[src/ais_pkg.sv]
// Package with register map, field layout and carrier types of the block.
// Contract
// - The sample A positive field is a plain binary index of analog inputs 0 to 31.
// - The sample B positive field sits in bits 12 to 8 and decodes like sample A.
// - Sample A negative input is analog input 1 when bit 7 is set, else the negative reference.
// - Bits 14-13 and 6-5 of the channel 0 select register read zero and ignore writes.
// - Reset clears every implemented field of all three registers.
// - The high scan register bit n includes analog input n plus 16.
// - The low scan register bit n includes analog input n.
// - Scanning includes every input whose scan bit is one.
// - Scanning skips every input whose scan bit is zero.
// - All scan bits stay writable; a scanned input without a pin converts the negative reference.
package ais_pkg;

   // ----------------------------------------------------------------
   // Register map
   // ----------------------------------------------------------------
   localparam logic [11:0] ADDR_CHANNEL0_INPUT_SELECT = 12'h000;
   localparam logic [11:0] ADDR_SCAN_INCLUDE_HIGH     = 12'h004;
   localparam logic [11:0] ADDR_SCAN_INCLUDE_LOW      = 12'h008;
   localparam logic [11:0] ADDR_SCAN_STEP             = 12'h00c;

   localparam logic [15:0] RESET_VALUE        = 16'h0000;
   localparam logic [15:0] SELECT_WRITE_MASK  = 16'h9f9f;
   localparam int          NUM_INPUTS         = 32;
   localparam int          POS_A_LSB          = 0;
   localparam int          NEG_A_BIT          = 7;
   localparam int          POS_B_LSB          = 8;
   localparam int          NEG_B_BIT          = 15;
   localparam logic [4:0]  NEG_INPUT_INDEX    = 5'h01;

   // Number of analog inputs bonded out on this part.
   localparam logic [5:0]  PIN_COUNT_DEFAULT  = 6'h20;

   // ----------------------------------------------------------------
   // Carrier types
   // ----------------------------------------------------------------
   typedef struct packed {
      logic [4:0] sample_a_positive_select;
      logic       sample_a_negative_select;
      logic [4:0] sample_b_positive_select;
      logic       sample_b_negative_select;
   } ais_mux_type;

   typedef struct packed {
      logic       valid;
      logic [4:0] analog_input_n;
      logic       use_negative_reference;
   } ais_scan_type;

endpackage : ais_pkg

[src/ais_scan_pick.sv]
// Search for the next included analog input after a given position.
`timescale 1ns/1ps
module ais_scan_pick (
   // Scan state
   input  wire logic [31:0] mask,
   input  wire logic [4:0]  current,
   // Result
   output logic             found,
   output logic [4:0]       next_index
);

   // ----------------------------------------------------------------
   // Rotating search
   // ----------------------------------------------------------------
   // Searches from current+1 around to current itself, so one include
   // bit alone keeps being chosen.
   always_comb begin
      logic [4:0] cand;
      cand       = 5'h00;
      found      = 1'b0;
      next_index = 5'h00;
      for (int i = 1; i <= ais_pkg::NUM_INPUTS; i++) begin
         cand = current + i[4:0];
         if (!found && mask[cand]) begin
            found      = 1'b1;
            next_index = cand;
         end
      end
   end

endmodule : ais_scan_pick

[src/ais_top.sv]
// Channel 0 input select and scan include registers behind an APB slave.
//
// Decided for this implementation: the register addresses and the APB interface to the registers.
`timescale 1ns/1ps
module ais_top (
   // Clock and reset
   input  wire logic               pclk,
   input  wire logic               presetn,
   // APB slave
   input  wire logic               psel,
   input  wire logic               penable,
   input  wire logic               pwrite,
   input  wire logic [11:0]        paddr,
   input  wire logic [31:0]        pwdata,
   output logic [31:0]             prdata,
   output logic                    pready,
   output logic                    pslverr,
   // Part configuration
   input  wire logic [5:0]         pin_count,
   // Analog multiplexer
   output ais_pkg::ais_mux_type    mux_select,
   // Scan sequencer
   input  wire logic               scan_advance,
   output logic [31:0]             scan_include_bits,
   output ais_pkg::ais_scan_type   scan_current
);

   // ----------------------------------------------------------------
   // State
   // ----------------------------------------------------------------
   logic [15:0]           channel0_input_select;
   logic [15:0]           scan_include_high;
   logic [15:0]           scan_include_low;
   logic [15:0]           next_channel0_input_select;
   logic [15:0]           next_scan_include_high;
   logic [15:0]           next_scan_include_low;
   logic [31:0]           next_prdata;
   logic                  next_pready;
   logic                  next_pslverr;
   ais_pkg::ais_mux_type  next_mux_select;
   logic [31:0]           next_scan_include_bits;
   ais_pkg::ais_scan_type next_scan_current;
   logic                  pick_found;
   logic [4:0]            pick_index;
   logic                  access;
   logic                  mapped;

   // ----------------------------------------------------------------
   // Bus decode
   // ----------------------------------------------------------------
   // One-wait slave: pready rises in the second access cycle.
   assign access = psel && penable && !pready;
   assign mapped = (paddr == ais_pkg::ADDR_CHANNEL0_INPUT_SELECT) ||
                   (paddr == ais_pkg::ADDR_SCAN_INCLUDE_HIGH) ||
                   (paddr == ais_pkg::ADDR_SCAN_INCLUDE_LOW) ||
                   (paddr == ais_pkg::ADDR_SCAN_STEP);

   ais_scan_pick u_pick (
      .mask       (next_scan_include_bits),
      .current    (scan_current.analog_input_n),
      .found      (pick_found),
      .next_index (pick_index)
   );

   // ----------------------------------------------------------------
   // Next-state logic
   // ----------------------------------------------------------------
   always_comb begin
      next_channel0_input_select = channel0_input_select;
      next_scan_include_high     = scan_include_high;
      next_scan_include_low      = scan_include_low;
      next_prdata                = 32'h0000_0000;
      next_pready                = access;
      next_pslverr               = access && !mapped;
      if (access && pwrite) begin
         case (paddr)
            ais_pkg::ADDR_CHANNEL0_INPUT_SELECT: begin
               next_channel0_input_select =
                  pwdata[15:0] & ais_pkg::SELECT_WRITE_MASK;
            end
            ais_pkg::ADDR_SCAN_INCLUDE_HIGH: begin
               next_scan_include_high = pwdata[15:0];
            end
            ais_pkg::ADDR_SCAN_INCLUDE_LOW: begin
               next_scan_include_low = pwdata[15:0];
            end
            default: begin
            end
         endcase
      end
      if (access && !pwrite) begin
         case (paddr)
            ais_pkg::ADDR_CHANNEL0_INPUT_SELECT: begin
               next_prdata = {16'h0000, channel0_input_select};
            end
            ais_pkg::ADDR_SCAN_INCLUDE_HIGH: begin
               next_prdata = {16'h0000, scan_include_high};
            end
            ais_pkg::ADDR_SCAN_INCLUDE_LOW: begin
               next_prdata = {16'h0000, scan_include_low};
            end
            ais_pkg::ADDR_SCAN_STEP: begin
               next_prdata = {25'h0000000, scan_current};
            end
            default: begin
            end
         endcase
      end
   end

   // ----------------------------------------------------------------
   // Outputs to the multiplexer and sequencer
   // ----------------------------------------------------------------
   always_comb begin
      next_mux_select.sample_a_positive_select =
         next_channel0_input_select[ais_pkg::POS_A_LSB +: 5];
      next_mux_select.sample_a_negative_select =
         next_channel0_input_select[ais_pkg::NEG_A_BIT];
      next_mux_select.sample_b_positive_select =
         next_channel0_input_select[ais_pkg::POS_B_LSB +: 5];
      next_mux_select.sample_b_negative_select =
         next_channel0_input_select[ais_pkg::NEG_B_BIT];
      next_scan_include_bits =
         {next_scan_include_high, next_scan_include_low};
      next_scan_current = scan_current;
      // An advance, an invalid selection or an excluded current input reselects; an empty mask idles.
      if (scan_advance || !scan_current.valid ||
          !next_scan_include_bits[scan_current.analog_input_n]) begin
         next_scan_current.valid          = pick_found;
         next_scan_current.analog_input_n = pick_found ? pick_index :
                                            5'h00;
      end
      // Inputs with no pin on this part convert the negative reference.
      next_scan_current.use_negative_reference =
         next_scan_current.valid &&
         ({1'b0, next_scan_current.analog_input_n} >= pin_count);
   end

   // ----------------------------------------------------------------
   // Registers
   // ----------------------------------------------------------------
   always_ff @(posedge pclk or negedge presetn) begin
      if (!presetn) begin
         channel0_input_select <= ais_pkg::RESET_VALUE;
         scan_include_high     <= ais_pkg::RESET_VALUE;
         scan_include_low      <= ais_pkg::RESET_VALUE;
         prdata                <= 32'h0000_0000;
         pready                <= 1'b0;
         pslverr               <= 1'b0;
         mux_select            <= '0;
         scan_include_bits     <= 32'h0000_0000;
         scan_current          <= '0;
      end else begin
         channel0_input_select <= next_channel0_input_select;
         scan_include_high     <= next_scan_include_high;
         scan_include_low      <= next_scan_include_low;
         prdata                <= next_prdata;
         pready                <= next_pready;
         pslverr               <= next_pslverr;
         mux_select            <= next_mux_select;
         scan_include_bits     <= next_scan_include_bits;
         scan_current          <= next_scan_current;
      end
   end

endmodule : ais_top

[config.mk]
export PLATFORM = sky130hd
export DESIGN_NAME = ais_top
export DESIGN_NICKNAME = d
export VERILOG_FILES = /design/src/ais_pkg.sv /design/src/ais_scan_pick.sv /design/src/ais_top.sv
export SDC_FILE = /design/constraint.sdc
export NUM_CORES = 1
export LEC_CHECK = 0
export BUFFER_PORTS_ARGS = -buffer_cell sky130_fd_sc_hd__buf_2
export CORE_AREA = 5 5 166 152
export DETAILED_ROUTE_END_ITERATION = 16
export DIE_AREA = 0 0 171 157
export PLACE_DENSITY = 0.66
export SYNTH_ARGS = -nofsm -noshare
export SYNTH_HDL_FRONTEND = slang
export SYNTH_SLANG_ARGS = --single-unit
[constraint.sdc]
create_clock -name pclk -period 6.5 [get_ports pclk]
set_input_delay 0.65 -clock pclk [delete_from_list [all_inputs] [get_ports pclk]]
set_output_delay 0.65 -clock pclk [all_outputs]
set_load 0.005 [all_outputs]
Yosys cells after proc, flatten, opt, wreduce, memory -nomap -nowiden
Index checks and enable logic that the tools add are counted.
{"block": "word_totals", "out_inout_bits": 85, "rom_bits": 0, "latch_bits": 0, "input_bits": 56, "mem_count": 0, "mem_bits_rw": 0, "register_bits": 129, "elab_cells": 298}
{"block": "op_classes", "addsub": 31, "n_div": 0, "magnitude_cmp": 33, "eq_ne": 3, "mul": 0, "n_bitwise": 0, "reduce_logical": 79, "muxes": 138, "shift": 0}
{"cell": "5-bit by 6-bit less-than comparator with 1-bit output (second input constant)", "n": 32}
{"cell": "5-bit two-way mux", "n": 33}
{"cell": "1-bit binary-select mux with 5-bit select", "n": 32}
{"cell": "16-bit two-way mux", "n": 7}
{"cell": "5-bit adder (second input constant)", "n": 16}
{"cell": "1-bit two-way mux", "n": 64}
{"cell": "16-bit one-hot mux with 4 select lines", "n": 1}
{"cell": "5-bit by 4-bit adder with 5-bit output (second input constant)", "n": 8}
{"cell": "1-bit logical AND", "n": 37}
{"cell": "1-bit logical NOT", "n": 36}
{"cell": "12-bit by 4-bit == test with 1-bit output (second input constant)", "n": 2}
{"cell": "5-bit by 3-bit adder with 5-bit output (second input constant)", "n": 4}
{"cell": "12-bit by 3-bit == test with 1-bit output (second input constant)", "n": 1}
{"cell": "12-bit logical NOT", "n": 1}
{"cell": "5-bit by 2-bit adder with 5-bit output (second input constant)", "n": 2}
{"cell": "5-bit by 6-bit >= comparator with 1-bit output", "n": 1}
{"cell": "6-bit two-way mux", "n": 1}
{"cell": "5-bit by 1-bit adder with 5-bit output (second input constant)", "n": 1}
{"cell": "1-bit logical OR", "n": 5}

Logic depth before layout (Yosys ltp)
{"block": "depth", "ltp_word": 104, "depth_mapped": 32, "ltp_nobuf": 24}

Hierarchy
From an unflattened synthesis, not the netlist that was laid out.
{"block": "hier_totals", "hier_cells": 1068, "area_unflattened_um2": 9982.1}
{"module": "ais_scan_pick", "instances": 1, "cells_per_inst": 764, "seq_area_each_um2": 0.0, "area_per_inst_um2": 6372.4}
{"module": "ais_top", "instances": 1, "cells_per_inst": 304, "seq_area_each_um2": 1726.7, "area_per_inst_um2": 3609.7}

Worst setup path before layout
OpenSTA, ideal clock, no wires.
{"block": "synth_path", "path_type": "register to register", "from": "reg scan_current[1] (netlist bit)", "to": "reg scan_current[0] (netlist bit)", "stages_incl_launch_ff": 30, "setup_slack_ns": -0.336, "t_arrival_ns": 6.717, "n_path_buf": 6, "synth_period_minus_slack_ns": 6.836, "t_required_ns": 6.381, "path_cell_list": "dfrtp_1 -> clkbuf_1 -> buf_1 -> clkbuf_1 -> inv_1 -> ha_1 -> clkbuf_1 -> xnor2_1 -> clkbuf_1 -> mux2i_1 -> mux2i_1 -> mux2_2 -> mux4_2 -> nand2_1 -> or4_4 -> nor4b_4 -> buf_4 -> nand3_1 -> mux2_2 -> o21ai_1 -> nor4b_1 -> o21ai_1 -> a41oi_1 -> ha_1 -> a21oi_1 -> nor2b_1 -> o21ai_0 -> nand2b_1 -> a21oi_1 -> nor3_1"}
{"element": "from (decl)", "line_no": "ais_top.sv:25", "text": "output ais_pkg::ais_scan_type scan_current"}
{"element": "from (signal assigned)", "line_no": "ais_top.sv:162", "text": "scan_current <= next_scan_current;"}

==> flow_summary_export.csv <==
group,metric,value,unit
placement,routabilityCongestion,1.03,
setup_path,criticalPathCategory,"in2reg",
timing,fmax,156,MHz
synth,ys_types,94,
layout,n_fill_cell,2163,
die,fp.dieH,157,µm
layout,area_growth_syn_to_layout,29.8,%
clocking,cts.sinks,69,
synth,synth_common_cells,"nand2_1, mux2i_1, nor2_1",
synth,synth_seq_cells,69,
clocking,htreeDepth,3,
clocking,clk_root_buffer_cell,"clkbuf_16",
route,drt-total-wl,50.1,mm
setup_path,endpoint_kind,"flip-flop",
power_and_ir_drop,p_sw,4.71,mW
global_routing,grt_start_max_net_pins,70,
power_and_ir_drop,p_int,4.06,mW
timing,worstMarginPinSlew,1050,ps
layout,num_antenna_cells,0,
hold_path,hold_class,"in2reg",
placement,dp_slack,-375,ps
placement,portBuffers,108,
route,first_pass_iters,6,
clocking,cts_made_buffers,9,
synth,synth_edf_count,0,
synth,synth.avg_cell_area,8.18,µm²
setup_path,rrSetupSlack,180,ps
clocking,cts_tree,"built",
setup_path,worst_ep_required_time,6730,ps
power_and_ir_drop,clkPwrFrac,6.2,%
synth,synth_top_cell_by_area,"dfrtp_1",
global_routing,grt_overflow,0,
clocking,clk_path_buf_depth,2,
timing,final.min_clock_period,6420,ps
die,core,0.0231,mm²
global_routing,antenna_found_initial,2,
layout,layout-drive-gt1-share,36.7,%
synth,synth.most_common_cell,"nand2_1",
layout,nNetsFinal,1619,
timing,fin_tns_setup,0,ps
route,wl_per_cell,27.1,µm
route,ant_nets,0,
global_routing,grt_pass1_vias,11000,
route,drc,0,
synth,ys_top_cells_by_area,"dfrtp_1, mux2i_1, mux2_2",
power_and_ir_drop,p_leak,6.33,nW
synth,synthCells,1254,
route,drt-vias-per-instance,6.50,
clocking,hold_buffers,0,
timing,finClkSkew,10.5,ps
power_and_ir_drop,max-vdd-ir-drop,0.000588,V
die,ios,141,
timing,holdWs,470,ps
die,die-width,171,µm
clocking,clk_latency,340,ps
timing,maxSlewViolCount,0,
layout,fin_area,0.0133,mm²
global_routing,grt_pass1_wl,72.4,mm
route,drtIter0Drc,1550,
power_and_ir_drop,seqPwrFrac,5.8,%
power_and_ir_drop,powerDensity,659,mW/mm²
setup_path,cp_max_fo,8,
setup_path,arrival,6650,ps
global_routing,grt_usage,35.7,%
power_and_ir_drop,power_frac_comb,88.0,%
die,start_util,44.3,%
timing,fin_crit_sh,98.8,%
clocking,clk_pin_slew,60,ps
die,die_area,0.0268,mm²
timing,final_hold_viol_count,0,
synth,synth_top_area_share,16.8,%
placement,dp_hpwl,39.2,mm
power_and_ir_drop,fin_total_pwr,8.78,mW
timing,setup_ws,79.6,ps
synth,synth-main-ff-cell,"dfrtp_1",
synth,yosysWarningCount,0,
timing,relSlewSlack,29.4,%
synth,synth_area,0.0103,mm²
route,route.vias.total,12000,
outcome,outcome,"finished, final reports clean",
setup_path,startpoint_type,"input port",
synth,ys_seq_area_share,16.8,%
placement,place_area,0.0126,mm²
die,row_count,53,
synth,async_flop_share,100,%
power_and_ir_drop,switching_share,53.7,%
timing,setup_viol_count_final,0,
flow_run,cap_violations,0,
-- cells in the final DEF, fill, tap and decap left out, types with 8 or more instances in the layout --
master	count
nor2_1	110
buf_2	108
o21ai_1	9
a22oi_1	12
o22ai_1	14
and3_1	13
nand4_1	12
dfrtp_1	68
mux4_2	39
o21a_1	8
nor3_1	22
a21oi_1	62
nand2_1	180
conb_1	16
a31oi_1	12
nand3_1	25
a211oi_1	11
xnor2_1	28
mux2i_1	140
o21ai_0	44
ha_1	17
inv_1	30
clkbuf_16	11
buf_4	246
mux2_2	91
o211ai_1	13
-- power by group through the flow --
stage          logic [mW]  clock network (mW)  registers, mW
6_report             7.72               0.546          0.507
2_1_floorplan        3.97                   0          0.495
3_5_place_dp         7.02                   0          0.514
4_1_cts              7.09               0.544          0.506
5_1_grt              8.10               0.568          0.509
3_3_place_gp         7.01                   0          0.515
-- metal layers --
layer / global-route usage, % / wire, µm
met1: 54.7 / 21900
met2: 51.5 / 20800
met3: 7.63 / 6480
met4: 7.20 / 985
met5: 0 / 13
-- kinds of logic (layout without fill, tap and decap cells) --
group	Yosys count	after routing	share of synthesized area, %
AOI/OAI and AO/OA	277	277	18.5
xor gates and xnor gates	34	34	2.90
adders and majority gates	17	17	2.07
buffers and inverters	133	413	5.92
DFF	69	69	16.8
muxes	277	277	33.0
other	1	16	0.0366
and+or+nand+nor	446	447	20.8
-- final timing paths --
check,from,end,depth (start not counted)
setup / recovery,paddr[4],scan_current[0]$_DFF_PN0_,27
hold / removal,pin_count[5],scan_current[0]$_DFF_PN0_,2
setup reg to reg,scan_current[2]$_DFF_PN0_,scan_current[0]$_DFF_PN0_,27
hold reg to reg,channel0_input_select[7]$_DFFE_PN0P_,channel0_input_select[7]$_DFFE_PN0P_,1
max in group asynchronous,presetn,scan_current[1]$_DFF_PN0_,2
min in group asynchronous,presetn,scan_include_high[12]$_DFF_PN0_,2
-- worst max-delay path: stages --
cell	delay [ps]
buf_2	90
or4_4	580
buf_4	190
nor4_4	230
buf_6	160
buf_12	130
mux2_2	350
mux4_2	530
mux4_2	510
or3_4	430
nor4b_4	280
buf_4	190
buf_12	130
buf_4	110
nand4b_1	150
buf_4	210
o2111a_1	150
o21ai_0	120
a31oi_1	70
buf_4	150
nor3_1	390
o41ai_2	170
ha_1	320
o21ai_1	80
nand2b_1	80
a21oi_1	120
nor3_1	60
-- registers in the layout, summed over array words and instances, names as in the netlist --
register               cells
pslverr                    1
scan_include_bits          2
prdata                    16
pready                     1
scan_include_high         15
scan_current               7
channel0_input_select      4
scan_include_low          15
mux_select                 8
-- layout make-up --
cell class	count	area, µm²	area share, %
flip-flops and latches	69	1730	13.0
well taps	302	378	2.84
repair buffers	366	2600	19.5
clock inverters	6	88.8	0.667
inverters	32	120	0.902
clock buffers	9	225	1.69
multi-input cells	1068	8170	61.4
-- through the flow --
stage                     utilization [%]  instances
final                                57.5       1852
after detailed placement             54.6       1815
after floorplan                         -       1269
after CTS                            56.1       1831
after global placement               54.6       1815
after global routing                 57.5       1852
-- repair_timing --
item | CTS | global route
gates resized for setup | 4 | 37
pin swaps | 1 | 15
buffers inserted | 1 | 18
gates cloned | 0 | 3
endpoints found under the setup margin | 1 | 1
(Power assumes the default switching activity.)
